[src/rtl/asc_pkg.sv]
// shared constants for the converter scan control and dma transfer-end block
package asc_pkg;
	// ----------------------------------------------------------------
	// sizes
	// ----------------------------------------------------------------
	localparam int NUM_UNITS  = 3;
	localparam int NUM_SCAN   = 4;
	localparam int CYC_W      = 10;
	localparam int CNT_W      = 16;

	// ----------------------------------------------------------------
	// register indices (byte address is four times the index)
	// ----------------------------------------------------------------
	localparam logic [29:0] IDX_ADC0_CSR  = 30'h0ffffa0;
	localparam logic [29:0] IDX_ADC0_CTL  = 30'h0ffffa1;
	localparam logic [29:0] IDX_ADC1_CSR  = 30'h0ffeaa0;
	localparam logic [29:0] IDX_ADC1_CTL  = 30'h0ffeaa1;
	localparam logic [29:0] IDX_ADC2_CSR  = 30'hffeeab0;
	localparam logic [29:0] IDX_ADC2_CTL  = 30'h0ffeab1;
	localparam logic [29:0] IDX_DMA0_MODE = 30'h0fffc14;
	localparam logic [29:0] IDX_DMA1_MODE = 30'h0fffc34;
	localparam logic [29:0] IDX_DMA2_MODE = 30'h0fffc54;
	localparam logic [29:0] IDX_DMA0_RSEL = 30'h0fffd20;
	localparam logic [29:0] IDX_DMA1_RSEL = 30'h0fffd21;
	localparam logic [29:0] IDX_DMA2_RSEL = 30'h0fffd22;
	localparam logic [29:0] IDX_DMA0_CNT  = 30'h0fffd30;
	localparam logic [29:0] IDX_DMA1_CNT  = 30'h0fffd31;
	localparam logic [29:0] IDX_DMA2_CNT  = 30'h0fffd32;
	localparam logic [29:0] IDX_IRQ_STAT  = 30'h0fffd40;
	localparam logic [29:0] IDX_IRQ_MASK  = 30'h0fffd41;

	// ----------------------------------------------------------------
	// control/status field positions
	// ----------------------------------------------------------------
	localparam int CSR_END_BIT   = 7;
	localparam int CSR_IE_BIT    = 6;
	localparam int CSR_START_BIT = 5;
	localparam int CSR_CKX_BIT   = 4;
	localparam int CSR_CH_LSB    = 0;
	localparam int CSR_CH_W      = 4;

	// control field positions
	localparam int CTL_TRG_LSB   = 6;
	localparam int CTL_SCAN_LSB  = 4;
	localparam int CTL_CKS_LSB   = 2;
	localparam int CTL_XTRG_BIT  = 0;
	localparam logic [1:0] SCAN_MODE_SCAN = 2'h2;

	// dma mode control fields
	localparam int DMA_EN_BIT    = 0;
	localparam int DMA_IE_BIT    = 8;
	localparam int DMA_FLAG_BIT  = 9;

	// request select codes naming each unit's conversion-end source
	localparam logic [7:0] RSEL_CODE [NUM_UNITS] = '{8'h56, 8'hed, 8'he8};

	// ----------------------------------------------------------------
	// conversion time per channel in peripheral clock cycles
	// ----------------------------------------------------------------
	localparam logic [CYC_W-1:0] CONV_CYC_CKS11   = 10'h044;
	localparam logic [CYC_W-1:0] CONV_CYC_EXT_BASE = 10'h028;

	// axi responses
	localparam logic [1:0] RESP_OKAY   = 2'h0;
	localparam logic [1:0] RESP_SLVERR = 2'h2;

	typedef enum logic {ST_IDLE, ST_CONV} asc_unit_state_e;
endpackage

[src/rtl/asc_top.sv]
// converter scan control with dma transfer-end interrupt gating, axi4-lite slave
//
// Added by the designer: the AXI4-Lite interface to the registers.
`timescale 1ns/10ps
`default_nettype none
module asc_top
	import asc_pkg::*;
(
	input  wire logic                      clk_i,
	input  wire logic                      resetn_i,
	input  wire logic [31:0]               s_axi_awaddr_i,
	input  wire logic                      s_axi_awvalid_i,
	output logic                           s_axi_awready_o,
	input  wire logic [31:0]               s_axi_wdata_i,
	input  wire logic [3:0]                s_axi_wstrb_i,
	input  wire logic                      s_axi_wvalid_i,
	output logic                           s_axi_wready_o,
	output logic [1:0]                     s_axi_bresp_o,
	output logic                           s_axi_bvalid_o,
	input  wire logic                      s_axi_bready_i,
	input  wire logic [31:0]               s_axi_araddr_i,
	input  wire logic                      s_axi_arvalid_i,
	output logic                           s_axi_arready_o,
	output logic [31:0]                    s_axi_rdata_o,
	output logic [1:0]                     s_axi_rresp_o,
	output logic                           s_axi_rvalid_o,
	input  wire logic                      s_axi_rready_i,
	input  wire logic [asc_pkg::NUM_UNITS-1:0] adc_trig_i,
	output logic [asc_pkg::NUM_UNITS-1:0]  conv_end_irq_o,
	output logic [asc_pkg::NUM_UNITS-1:0]  xfer_end_irq_o,
	output logic                           irq_o
);
	localparam int NU = NUM_UNITS;
	localparam int NI = 2 * NUM_UNITS;

	// ----------------------------------------------------------------
	// declarations
	// ----------------------------------------------------------------
	logic [31:0]      aw_addr_r;
	logic [31:0]      w_data_r;
	logic [3:0]       w_strb_r;
	logic             aw_full_r;
	logic             w_full_r;
	logic             wr_go;
	logic             wr_hit;
	logic             rd_hit;
	logic [31:0]      rd_data;
	logic [7:0]       csr_r    [NU];
	logic [7:0]       ctl_r    [NU];
	logic [31:0]      mode_r   [NU];
	logic [7:0]       rsel_r   [NU];
	logic [CNT_W-1:0] cnt_r    [NU];
	logic [NU-1:0]    trg_s1_r;
	logic [NU-1:0]    trg_s2_r;
	logic [NU-1:0]    trg_s3_r;
	logic [NU-1:0]    trg_lvl_r;
	logic [NU-1:0]    trg_rise;
	logic [NU-1:0]    done;
	logic [NU-1:0]    single_end;
	logic [NU-1:0]    cei_q_r;
	logic [NU-1:0]    xfer_req;
	logic [NU-1:0]    flag_set;
	logic [NI-1:0]    istat_r;
	logic [NI-1:0]    imask_r;

	// decode of a word address against a register index
	function automatic logic hit(input logic [31:0] a, input logic [29:0] idx);
		hit = (a == {idx, 2'b00});
	endfunction

	// ----------------------------------------------------------------
	// axi write channel capture
	// ----------------------------------------------------------------
	// address and data are taken in either order and held until the response
	always_ff @(posedge clk_i or negedge resetn_i)
	begin
		if (!resetn_i)
		begin
			aw_full_r       <= 1'b0;
			w_full_r        <= 1'b0;
			aw_addr_r       <= '0;
			w_data_r        <= '0;
			w_strb_r        <= '0;
			s_axi_awready_o <= 1'b0;
			s_axi_wready_o  <= 1'b0;
			s_axi_bvalid_o  <= 1'b0;
			s_axi_bresp_o   <= RESP_OKAY;
		end
		else
		begin
			s_axi_awready_o <= !aw_full_r && !(s_axi_awvalid_i && s_axi_awready_o) && !s_axi_bvalid_o;
			s_axi_wready_o  <= !w_full_r && !(s_axi_wvalid_i && s_axi_wready_o) && !s_axi_bvalid_o;
			if (s_axi_awvalid_i && s_axi_awready_o)
			begin
				aw_full_r <= 1'b1;
				aw_addr_r <= s_axi_awaddr_i;
			end
			if (s_axi_wvalid_i && s_axi_wready_o)
			begin
				w_full_r <= 1'b1;
				w_data_r <= s_axi_wdata_i;
				w_strb_r <= s_axi_wstrb_i;
			end
			if (wr_go)
			begin
				aw_full_r      <= 1'b0;
				w_full_r       <= 1'b0;
				s_axi_bvalid_o <= 1'b1;
				s_axi_bresp_o  <= wr_hit ? RESP_OKAY : RESP_SLVERR;
			end
			else if (s_axi_bvalid_o && s_axi_bready_i)
				s_axi_bvalid_o <= 1'b0;
		end
	end

	assign wr_go = aw_full_r && w_full_r && !s_axi_bvalid_o;

	// write address decode
	always_comb
	begin
		wr_hit = hit(aw_addr_r, IDX_IRQ_STAT) || hit(aw_addr_r, IDX_IRQ_MASK);
		for (int u = 0; u < NU; u++)
			wr_hit = wr_hit || hit(aw_addr_r, u == 0 ? IDX_ADC0_CSR : u == 1 ? IDX_ADC1_CSR : IDX_ADC2_CSR)
				|| hit(aw_addr_r, u == 0 ? IDX_ADC0_CTL : u == 1 ? IDX_ADC1_CTL : IDX_ADC2_CTL)
				|| hit(aw_addr_r, u == 0 ? IDX_DMA0_MODE : u == 1 ? IDX_DMA1_MODE : IDX_DMA2_MODE)
				|| hit(aw_addr_r, u == 0 ? IDX_DMA0_RSEL : u == 1 ? IDX_DMA1_RSEL : IDX_DMA2_RSEL)
				|| hit(aw_addr_r, u == 0 ? IDX_DMA0_CNT : u == 1 ? IDX_DMA1_CNT : IDX_DMA2_CNT);
	end

	// ----------------------------------------------------------------
	// axi read channel
	// ----------------------------------------------------------------
	// reads answer one cycle after the address is taken; no side effects
	always_ff @(posedge clk_i or negedge resetn_i)
	begin
		if (!resetn_i)
		begin
			s_axi_arready_o <= 1'b0;
			s_axi_rvalid_o  <= 1'b0;
			s_axi_rdata_o   <= '0;
			s_axi_rresp_o   <= RESP_OKAY;
		end
		else
		begin
			s_axi_arready_o <= !s_axi_rvalid_o && !(s_axi_arvalid_i && s_axi_arready_o);
			if (s_axi_arvalid_i && s_axi_arready_o)
			begin
				s_axi_rvalid_o <= 1'b1;
				s_axi_rdata_o  <= rd_hit ? rd_data : '0;
				s_axi_rresp_o  <= rd_hit ? RESP_OKAY : RESP_SLVERR;
			end
			else if (s_axi_rvalid_o && s_axi_rready_i)
				s_axi_rvalid_o <= 1'b0;
		end
	end

	// read mux; narrow registers sit in the low bits
	always_comb
	begin
		rd_hit  = 1'b1;
		rd_data = '0;
		if (hit(s_axi_araddr_i, IDX_IRQ_STAT))
			rd_data = 32'(istat_r);
		else if (hit(s_axi_araddr_i, IDX_IRQ_MASK))
			rd_data = 32'(imask_r);
		else
		begin
			rd_hit = 1'b0;
			for (int u = 0; u < NU; u++)
			begin
				if (hit(s_axi_araddr_i, u == 0 ? IDX_ADC0_CSR : u == 1 ? IDX_ADC1_CSR : IDX_ADC2_CSR))
				begin
					rd_hit  = 1'b1;
					rd_data = 32'(csr_r[u]);
				end
				if (hit(s_axi_araddr_i, u == 0 ? IDX_ADC0_CTL : u == 1 ? IDX_ADC1_CTL : IDX_ADC2_CTL))
				begin
					rd_hit  = 1'b1;
					rd_data = 32'(ctl_r[u]);
				end
				if (hit(s_axi_araddr_i, u == 0 ? IDX_DMA0_MODE : u == 1 ? IDX_DMA1_MODE : IDX_DMA2_MODE))
				begin
					rd_hit  = 1'b1;
					rd_data = mode_r[u];
				end
				if (hit(s_axi_araddr_i, u == 0 ? IDX_DMA0_RSEL : u == 1 ? IDX_DMA1_RSEL : IDX_DMA2_RSEL))
				begin
					rd_hit  = 1'b1;
					rd_data = 32'(rsel_r[u]);
				end
				if (hit(s_axi_araddr_i, u == 0 ? IDX_DMA0_CNT : u == 1 ? IDX_DMA1_CNT : IDX_DMA2_CNT))
				begin
					rd_hit  = 1'b1;
					rd_data = 32'(cnt_r[u]);
				end
			end
		end
	end

	// ----------------------------------------------------------------
	// external trigger pins
	// ----------------------------------------------------------------
	// three-stage sync; a level change counts once stages two and three agree
	always_ff @(posedge clk_i or negedge resetn_i)
	begin
		if (!resetn_i)
		begin
			trg_s1_r  <= '0;
			trg_s2_r  <= '0;
			trg_s3_r  <= '0;
			trg_lvl_r <= '0;
		end
		else
		begin
			trg_s1_r <= adc_trig_i;
			trg_s2_r <= trg_s1_r;
			trg_s3_r <= trg_s2_r;
			for (int u = 0; u < NU; u++)
				if (trg_s2_r[u] == trg_s3_r[u])
					trg_lvl_r[u] <= trg_s3_r[u];
		end
	end

	assign trg_rise = trg_s2_r & trg_s3_r & ~trg_lvl_r;

	// ----------------------------------------------------------------
	// converter units
	// ----------------------------------------------------------------
	for (genvar g = 0; g < NU; g++)
	begin : g_unit
		asc_unit u_unit (
			.clk_i        (clk_i),
			.resetn_i     (resetn_i),
			.start_i      (csr_r[g][CSR_START_BIT]),
			.scan_i       (ctl_r[g][CTL_SCAN_LSB +: 2] == SCAN_MODE_SCAN),
			.cks_i        (ctl_r[g][CTL_CKS_LSB +: 2]),
			.ckx_i        (csr_r[g][CSR_CKX_BIT]),
			.done_o       (done[g]),
			.single_end_o (single_end[g])
		);
	end

	// ----------------------------------------------------------------
	// converter registers
	// ----------------------------------------------------------------
	// hardware set of the end flag wins over a software clear in the same cycle
	always_ff @(posedge clk_i or negedge resetn_i)
	begin
		if (!resetn_i)
		begin
			for (int u = 0; u < NU; u++)
			begin
				csr_r[u] <= '0;
				ctl_r[u] <= '0;
			end
		end
		else
		begin
			for (int u = 0; u < NU; u++)
			begin
				if (wr_go && w_strb_r[0]
					&& hit(aw_addr_r, u == 0 ? IDX_ADC0_CSR : u == 1 ? IDX_ADC1_CSR : IDX_ADC2_CSR))
				begin
					csr_r[u][CSR_IE_BIT]               <= w_data_r[CSR_IE_BIT];
					csr_r[u][CSR_START_BIT]            <= w_data_r[CSR_START_BIT];
					csr_r[u][CSR_CKX_BIT]              <= w_data_r[CSR_CKX_BIT];
					csr_r[u][CSR_CH_LSB +: CSR_CH_W]   <= w_data_r[CSR_CH_LSB +: CSR_CH_W];
					if (!w_data_r[CSR_END_BIT])
						csr_r[u][CSR_END_BIT] <= 1'b0;
				end
				if (wr_go && w_strb_r[0]
					&& hit(aw_addr_r, u == 0 ? IDX_ADC0_CTL : u == 1 ? IDX_ADC1_CTL : IDX_ADC2_CTL))
					ctl_r[u] <= w_data_r[7:0];
				// external trigger starts only when a trigger source is selected
				if (trg_rise[u] && (ctl_r[u][CTL_TRG_LSB +: 2] != 2'h0 || ctl_r[u][CTL_XTRG_BIT]))
					csr_r[u][CSR_START_BIT] <= 1'b1;
				if (single_end[u])
					csr_r[u][CSR_START_BIT] <= 1'b0;
				if (done[u])
					csr_r[u][CSR_END_BIT] <= 1'b1;
			end
		end
	end

	// conversion-end interrupt straight from a flop of flag and enable
	always_ff @(posedge clk_i or negedge resetn_i)
	begin
		if (!resetn_i)
		begin
			conv_end_irq_o <= '0;
			cei_q_r        <= '0;
		end
		else
		begin
			for (int u = 0; u < NU; u++)
				conv_end_irq_o[u] <= csr_r[u][CSR_END_BIT] && csr_r[u][CSR_IE_BIT];
			cei_q_r <= conv_end_irq_o;
		end
	end

	// ----------------------------------------------------------------
	// dma channels
	// ----------------------------------------------------------------
	// while enabled with a nonzero count, each rising conversion-end interrupt of the selected unit moves one item
	always_comb
	begin
		for (int c = 0; c < NU; c++)
		begin
			xfer_req[c] = 1'b0;
			for (int s = 0; s < NU; s++)
				if (rsel_r[c] == RSEL_CODE[s] && conv_end_irq_o[s] && !cei_q_r[s])
					xfer_req[c] = 1'b1;
			xfer_req[c] = xfer_req[c] && mode_r[c][DMA_EN_BIT] && cnt_r[c] != '0;
			flag_set[c] = xfer_req[c] && cnt_r[c] == CNT_W'(1);
		end
	end

	// mode, select and count registers; the flag is cleared by writing zero
	always_ff @(posedge clk_i or negedge resetn_i)
	begin
		if (!resetn_i)
		begin
			for (int c = 0; c < NU; c++)
			begin
				mode_r[c] <= '0;
				rsel_r[c] <= '0;
				cnt_r[c]  <= '0;
			end
		end
		else
		begin
			for (int c = 0; c < NU; c++)
			begin
				if (wr_go && hit(aw_addr_r, c == 0 ? IDX_DMA0_MODE : c == 1 ? IDX_DMA1_MODE : IDX_DMA2_MODE))
				begin
					for (int b = 0; b < 4; b++)
						if (w_strb_r[b])
							mode_r[c][8*b +: 8] <= w_data_r[8*b +: 8];
					if (!w_strb_r[1] || w_data_r[DMA_FLAG_BIT])
						mode_r[c][DMA_FLAG_BIT] <= mode_r[c][DMA_FLAG_BIT];
				end
				if (wr_go && w_strb_r[0]
					&& hit(aw_addr_r, c == 0 ? IDX_DMA0_RSEL : c == 1 ? IDX_DMA1_RSEL : IDX_DMA2_RSEL))
					rsel_r[c] <= w_data_r[7:0];
				if (wr_go && hit(aw_addr_r, c == 0 ? IDX_DMA0_CNT : c == 1 ? IDX_DMA1_CNT : IDX_DMA2_CNT))
					cnt_r[c] <= w_data_r[CNT_W-1:0];
				else if (xfer_req[c])
					cnt_r[c] <= cnt_r[c] - CNT_W'(1);
				if (flag_set[c])
					mode_r[c][DMA_FLAG_BIT] <= 1'b1;
			end
		end
	end

	// transfer-end request follows enable and flag, dropping when either clears
	always_ff @(posedge clk_i or negedge resetn_i)
	begin
		if (!resetn_i)
			xfer_end_irq_o <= '0;
		else
			for (int c = 0; c < NU; c++)
				xfer_end_irq_o[c] <= mode_r[c][DMA_IE_BIT] && mode_r[c][DMA_FLAG_BIT];
	end

	// ----------------------------------------------------------------
	// interrupt status and mask
	// ----------------------------------------------------------------
	// low bits: conversion done per unit; high bits: transfer end per channel
	always_ff @(posedge clk_i or negedge resetn_i)
	begin
		if (!resetn_i)
		begin
			istat_r <= '0;
			imask_r <= '0;
			irq_o   <= 1'b0;
		end
		else
		begin
			if (wr_go && w_strb_r[0] && hit(aw_addr_r, IDX_IRQ_MASK))
				imask_r <= w_data_r[NI-1:0];
			// write-one-to-clear, with a new event in the same cycle winning
			istat_r <= (istat_r & ~((wr_go && w_strb_r[0] && hit(aw_addr_r, IDX_IRQ_STAT))
				? w_data_r[NI-1:0] : NI'(0))) | {flag_set, done};
			irq_o <= |(istat_r & imask_r);
		end
	end
endmodule
`default_nettype wire

[src/rtl/asc_unit.sv]
// one converter unit sequencer: channel timing and scan stepping
`timescale 1ns/10ps
`default_nettype none
module asc_unit
	import asc_pkg::*;
(
	input  wire logic       clk_i,
	input  wire logic       resetn_i,
	input  wire logic       start_i,
	input  wire logic       scan_i,
	input  wire logic [1:0] cks_i,
	input  wire logic       ckx_i,
	output logic            done_o,
	output logic            single_end_o
);
	asc_unit_state_e          state_r;
	logic [CYC_W-1:0]         cnt_r;
	logic [1:0]               ch_r;
	logic [CYC_W-1:0]         lim;
	logic [CYC_W-1:0]         base;

	// ----------------------------------------------------------------
	// conversion time select
	// ----------------------------------------------------------------
	// slower settings double the cycle count per step
	always_comb
	begin
		base = ckx_i ? CONV_CYC_EXT_BASE : CONV_CYC_CKS11;
		case (cks_i)
			2'h3:    lim = base;
			2'h2:    lim = CYC_W'({base, 1'b0});
			2'h1:    lim = CYC_W'({base, 2'b00});
			default: lim = CYC_W'({base, 3'b000});
		endcase
	end

	// ----------------------------------------------------------------
	// sequencer
	// ----------------------------------------------------------------
	// clearing start aborts mid-channel; no partial result is flagged
	always_ff @(posedge clk_i or negedge resetn_i)
	begin
		if (!resetn_i)
		begin
			state_r      <= ST_IDLE;
			cnt_r        <= '0;
			ch_r         <= '0;
			done_o       <= 1'b0;
			single_end_o <= 1'b0;
		end
		else
		begin
			done_o       <= 1'b0;
			single_end_o <= 1'b0;
			case (state_r)
				ST_IDLE:
				begin
					cnt_r <= '0;
					ch_r  <= '0;
					if (start_i)
						state_r <= ST_CONV;
				end
				ST_CONV:
				begin
					if (!start_i)
						state_r <= ST_IDLE;
					else if (cnt_r == lim - CYC_W'(1))
					begin
						cnt_r <= '0;
						if (!scan_i)
						begin
							done_o       <= 1'b1;
							single_end_o <= 1'b1;
							state_r      <= ST_IDLE;
						end
						else if (ch_r == 2'(NUM_SCAN - 1))
						begin
							done_o <= 1'b1;
							ch_r   <= '0;
						end
						else
							ch_r <= ch_r + 2'h1;
					end
					else
						cnt_r <= cnt_r + CYC_W'(1);
				end
				default: state_r <= ST_IDLE;
			endcase
		end
	end
endmodule
`default_nettype wire

[config.mk]
export PLATFORM = sky130hd
export DESIGN_NAME = asc_top
export DESIGN_NICKNAME = d
export VERILOG_FILES = /design/src/rtl/asc_pkg.sv /design/src/rtl/asc_top.sv /design/src/rtl/asc_unit.sv
export SDC_FILE = /design/constraint.sdc
export NUM_CORES = 1
export LEC_CHECK = 0
export ABC_AREA = 1
export BUFFER_PORTS_ARGS = -buffer_cell sky130_fd_sc_hd__clkbuf_2
export CAP_MARGIN = 5
export CELL_PAD_IN_SITES_DETAIL_PLACEMENT = 1
export CELL_PAD_IN_SITES_GLOBAL_PLACEMENT = 1
export CORE_MARGIN = 3
export CORE_UTILIZATION = 49
export DETAILED_ROUTE_END_ITERATION = 8
export GPL_TIMING_DRIVEN = 0
export PLACE_DENSITY = 0.86
export SYNTH_ARGS = -nofsm -noshare
export SYNTH_HDL_FRONTEND = slang
export SYNTH_SLANG_ARGS = --single-unit
[constraint.sdc]
create_clock -name clk_i -period 5.1 [get_ports clk_i]
set_input_delay 1.275 -clock clk_i [delete_from_list [all_inputs] [get_ports clk_i]]
set_output_delay 1.275 -clock clk_i [all_outputs]
set_load 0.01 [all_outputs]
[After elaboration in Yosys (flattened, before gate mapping)]
Cells that the tools add are included.
Cells by class
  add/subtract/negate cells: 12
  eq/ne operators: 82
  multiplexer cells: 161
  bitwise operators: 10
  reductions and logical operators: 144
Operator list (count)
  $eq 32x26->1 const B: 32
  $mux 32: 17
  $mux 16: 6
  $mux 10: 9
  $pmux 10 s3: 3
  $mux 1: 89
  $logic_and 1x1->1: 66
  $eq 32x30->1 const B: 2
  $pmux 10 s2: 3
  $mux 8: 7
  $eq 16x1->1 const B: 3
  $eq 8x8->1 const B: 6
  $reduce_bool 16->1: 3
  $sub 16x1->16 const B: 3
  $reduce_bool 2->1: 19
  $mux 2: 17
  $add 10x1->10 const B: 3
  $eq 10x10->1: 3
  $reduce_and 2->1: 15
  $sub 10x1->10 const B: 3
  $eq 2x2->1 const B: 12
  $eq 8x7->1 const B: 3
  $mux 7: 3
  $logic_or 1x1->1: 20
  other kinds (18): 62
Word-level totals
  register bits after elaboration: 406
  bits of input ports: 110
  output and inout bits: 48
  word-level logic and storage cells: 482

[Longest topological paths before layout]
  depth after elaboration: 19
  mapped depth: 22
  gate-level depth less buffers: 22

[By module]
A second synthesis with hierarchy kept.
Second synthesis, totals
  cells, all modules: 2662
  area total of the unflattened synthesis: 20947.6 µm²
Modules (own cells, without submodules)
  asc_top: instances 1, cells an instance 2215, area an instance 17917.2 µm², seq. area each 8983.6 µm²
  asc_unit at g_unit[0].u_unit ...: instances 2, cells an instance 144, area an instance 987.2 µm², seq. area each 375.4 µm²
  asc_unit at g_unit[2].u_unit: instances 1, cells an instance 159, area an instance 1056.0 µm², seq. area each 375.4 µm²

[Worst setup path before layout]
No wires, ideal clock.
  path type: in2reg
  start point: input s_axi_araddr_i[21]
  end point: register s_axi_rdata_o[4]
  library setup time: 0.117 ns
  arrival time: 2.719 ns
  required time: 4.983 ns
  setup slack: 2.264 ns
  stages on the path: 17
  cell sequence: nand2_1 nor2_2 nand2_2 nor2_4 nand2_2 nor3_2 a21oi_1 nand2_1 nand3_1 nand2_1 nand2_1 nand2_1 nand2_1 nand2_1 nand3_1 nand2_1 nand2_1
On the way
  cells in the longest elaborated chain, start to end: 19
  elaborated cells between the ends (all ways): 52
  those cells by class: eq/ne (17); mux (35)
RTL lines
  from (decl): RTL line asc_top.sv:21  | input wire logic [31:0] s_axi_araddr_i,
  $eq 32x26->1: RTL line asc_top.sv:68  | hit = (a == {idx, 2'b00});
  $mux 8 / $mux 1 (equally long branches): RTL line asc_top.sv:171  | if (hit(s_axi_araddr_i, u == 0 ? IDX_ADC0_CSR : u == 1 ? IDX_ADC1_CSR : IDX_ADC2_CSR))
  $mux 32 / $mux 1 (equally long branches): RTL line asc_top.sv:176  | if (hit(s_axi_araddr_i, u == 0 ? IDX_ADC0_CTL : u == 1 ? IDX_ADC1_CTL : IDX_ADC2_CTL))
  $mux 32 / $mux 1 (equally long branches): RTL line asc_top.sv:181  | if (hit(s_axi_araddr_i, u == 0 ? IDX_DMA0_MODE : u == 1 ? IDX_DMA1_MODE : IDX_DMA2_MODE))
  $mux 32 / $mux 1 (equally long branches): RTL line asc_top.sv:186  | if (hit(s_axi_araddr_i, u == 0 ? IDX_DMA0_RSEL : u == 1 ? IDX_DMA1_RSEL : IDX_DMA2_RSEL))
  $mux 32 / $mux 1 (equally long branches): RTL line asc_top.sv:191  | if (hit(s_axi_araddr_i, u == 0 ? IDX_DMA0_CNT : u == 1 ? IDX_DMA1_CNT : IDX_DMA2_CNT))
  $mux 32 / $mux 1 (equally long branches): RTL line asc_top.sv:171
  $mux 32 / $mux 1 (equally long branches): RTL line asc_top.sv:176
  (+3 left out)
  $mux 32 / $mux 1 (equally long branches): RTL line asc_top.sv:171
  $mux 32 / $mux 1 (equally long branches): RTL line asc_top.sv:176
  $mux 32 / $mux 1 (equally long branches): RTL line asc_top.sv:181
  $mux 32 / $mux 1 (equally long branches): RTL line asc_top.sv:186
  $mux 32 / $mux 1 (equally long branches): RTL line asc_top.sv:191
  $mux 32 / $mux 1 (equally long branches): RTL line asc_top.sv:164  | else if (hit(s_axi_araddr_i, IDX_IRQ_MASK))
  $mux 32 / $mux 1 (equally long branches): RTL line asc_top.sv:162  | if (hit(s_axi_araddr_i, IDX_IRQ_STAT))
  $mux 32 *: RTL line asc_top.sv:149  | s_axi_rdata_o <= rd_hit ? rd_data : '0;
  to (signal assigned): RTL line asc_top.sv:149
  to (decl): RTL line asc_top.sv:24  | output logic [31:0] s_axi_rdata_o,
Mark *: on every way between the ends. The rest lies on a longest branch, timed or not.
A chain may end at the register's enable or synchronous reset.

[Worst setup path in the final report]
  start point: register aw_addr_r[1]
  end point: register mode_r[87] (netlist bit)
On the way
  cells in the longest elaborated chain, start to end: 3
RTL lines
  from (decl): RTL line asc_top.sv:39  | logic [31:0] aw_addr_r;
  from (signal assigned): RTL line asc_top.sv:96  | aw_addr_r <= s_axi_awaddr_i;
  $eq 32x26->1: RTL line asc_top.sv:68
  $logic_and 1x1->1: RTL line asc_top.sv:334  | if (wr_go && hit(aw_addr_r, c == 0 ? IDX_DMA0_MODE : c == 1 ? IDX_DMA1_MODE : IDX_DMA2_MODE))
  $reduce_and 2->1 (no source line)
  to (signal, indexed assignment): RTL line asc_top.sv:338  | mode_r[c][8*b +: 8] <= w_data_r[8*b +: 8];
  to (signal, indexed assignment): RTL line asc_top.sv:340  | mode_r[c][DMA_FLAG_BIT] <= mode_r[c][DMA_FLAG_BIT];
  to (decl): RTL line asc_top.sv:50  | logic [31:0] mode_r [NU];
Every way passes these cells.

==> results.toml <==
[clock_network]
post_cts_resized = 0
clk_root_buffer_cell = "clkbuf_16"
tritoncts = "built"
worst_setup_hold_path_clk_slew_ps = 60
cts_hold_repair.buffers = 0
post-cts-setup-buffers = 0
numCtsBuffers = 45
worst_skew_pair.late_latency_ps = 600
cts.htree.levels = 2
cts.path.max_buffers = 3
cts.sinks = 404

[detailed_routing]
wl_met3_mm = 3.89
dr.first_iter.drc_count = 1219
num_vias = 19357
met2WireLength_mm = 35.3
wl_met1_mm = 30.2
antenna_left = 0
detail_route.vias_per_cell = 5.80
detail_route.wirelength_mm = 72.8
dr.pass1.iters = 6
highest-signal-layer = "met4"
drt_drc_violations_left = 0
routedWlPerCell_um = 21.8

[sta]
rsz_0062_raised_after_global_routing = "no"
timing.slew.headroom = 0.260
setup_viol_count_final = 0
timing.setup.tns_ps = 0
timing.clock.skew_ps = 30.0
post-route-worst-setup-slack_ps = 1610
period_share = 0.685
max_slew.worst_pin.slew_ps = 1100
hold_viol = 0
slew_viol_final = 0
achievable-frequency_ghz = 0.286
clock_period_minus_worst_slack_ps = 3490

[global_routing]
grt_pass1_wl_mm = 115
vias_in_the_first_global_route = 20648
grt_antenna_before_repair = 0
largest_net_degree_at_the_start_of_global_routing = 112
grt_util_all_layers = 0.331
grt-ovfl-total = 0

[critical_path]
timing.critical_path.from_type = "register"
capturing_element_type_of_the_critical_path = "register"
worst_path_maximum_fanout = 10
worst-endpoint-required_ps = 5550
worstSetupPathType = "reg2reg"
crit_arrival_ps = 3940

[yosys]
syn-mean-instance-area_um2 = 7.99
ys_ff_latch = 404
cell_with_the_most_instances_after_synthesis = "nand2_1"
yosys.cell_types.count = 63
asyncSetResetFlopFracSynth = 1.00
ys.warnings.count = 0
syn_inst = 2562
synth_ff_type = "dfrtp_1"
yosysTopAreaCellShare = 0.494
synthTopCellsByArea = "dfrtp_1, nand2_1, o21ai_0, inv_1, nor2_1"
post_synth_most_frequent_cells = "nand2_1, dfrtp_1, inv_1"
synth_edf_count = 0
syn-cell-area_um2 = 20500
yosys.area.top_type = "dfrtp_1"
synth-seq-area-share = 0.494

[placed_design]
io_buffer_count = 155
place_ws_ps = 1350
detailedPlacementHpwl_mm = 53.7
gpl.final_weighted_congestion = 0.984

[power_and_ir_drop]
p_switching_mw = 2.69
switching_fraction_of_total_power = 0.316
irDropWorstVdd_mv = 0.335
finalPower_mw = 8.49
power.internal_mw = 5.80
combinational_power_share = 0.160
leak_nw = 11.2
power.density_cell_area_nw_per_um2 = 360
power_frac_seq = 0.436
p_clk_frac = 0.404

[floorplan]
floorplan.die.height_um = 210
core_area_um2 = 41000
start_util = 0.499
die-width_um = 210
die_area_um2 = 44300
ioPinCount = 158
num_rows = 74

[min_path]
path_class_of_the_lowest_slack_min_delay_path = "reg2reg"

[finish]
post-route-util = 0.575
final_layout_size_suffix_gt1_frac = 0.119
flow.area_growth_from_synthesis_pct = 15.2
final.fill_count = 5100
nets = 2897
antenna_cells_inserted = 0

[flow_run]
max-cap-violations = 0

[status]
status = "complete, no violations"
## final cells by class
class                           count  area (µm²)  area share
Timing Repair Buffer              159         895      0.0379
Clock inverter                     14         203     0.00859
Clock buffer                       67        1350      0.0572
Sequential cell                   404       10100       0.429
Multi-Input combinational cell   1777        8900       0.377
Tap cell                          532         666      0.0282
Inverter                          313        1180      0.0499
Buffer                             69         292      0.0124
## per-layer routing
metal,vias up,global-route usage
li1,8829,-
met1,9802,0.423
met2,561,0.564
met3,165,0.0470
met4,0,0.150
met5,-,0
## path summary, 6_finish.rpt
check | from | endpoint | slack [ps] | cells past startpoint
max reg2reg | aw_addr_r[1] | mode_r[87] | 1610 | 9
min in group asynchronous | resetn_i | g_unit[1].u_unit.cnt_r[8] | 600 | 1
min | trg_s1_r[2] | trg_s2_r[2] | 350 | 0
max | aw_addr_r[1] | mode_r[87] | 1610 | 9
min reg2reg | trg_s1_r[2] | trg_s2_r[2] | 350 | 0
max in group asynchronous | resetn_i | s_axi_rdata_o[11] | 2870 | 4
## cell families after synthesis
group           synth area share
compound gates             0.125
xor+xnor                  0.0274
fa+ha+maj                 0.0110
buf+inv                   0.0718
flops                      0.494
mux                      0.00165
other cells             0.000183
simple gates               0.269
## power groups by stage
stage | sequential (mW) | combinational [mW] | clock (mW)
floorplan | 3.70 | 0.657 | 0
global placement | 3.74 | 1.25 | 0
detailed placement | 3.76 | 1.32 | 0
CTS | 3.70 | 1.35 | 3.46
global route | 3.74 | 1.48 | 3.60
finish | 3.71 | 1.36 | 3.43
## worst max-delay path, cell delays in order (launching register included)
cell and delay [ps]:
dfrtp_1 380, nor2_1 340, nand3_2 250, inv_1 230
nand4_1 170, nor4_1 920, nand2_1 460, clkbuf_1 350
nand2_1 130, o21ai_0 100
## per-stage QoR
| step | hold WS [ps] | instance area [µm²] | std cells |
|---|---|---|---|
| CTS | 351 | 23600 | 3335 |
| detailed placement | 338 | 22000 | 3254 |
| global route | 379 | 23600 | 3335 |
| floorplan | 331 | 20500 | 2563 |
| global placement | 336 | 21900 | 3250 |
| finish | 349 | 23600 | 3335 |
## cells in the final DEF (no fill, tap or decap), drive strengths merged, types with 11 or more instances in the layout
cell type	count
a21oi	55
a221oi	14
buf	19
clkbuf	276
dfrtp	404
ha	18
inv	313
nand2	741
nand3	136
nand4	53
nor2	201
nor3	63
nor4	23
o211ai	11
o21ai	293
o221ai	34
o22ai	12
xnor2	16
xor2	48
## registers in the layout, indices dropped and copies added, names as in the netlist, 6 cells and up
register / count
aw_addr_r: 32
cnt_r: 48
ctl_r: 24
csr_r: 24
g_unit.u_unit.cnt_r: 30
rsel_r: 24
w_data_r: 32
g_unit.u_unit.ch_r: 6
s_axi_rdata_o: 32
mode_r: 96
imask_r: 6
istat_r: 6
(Power assumes the default switching activity.)
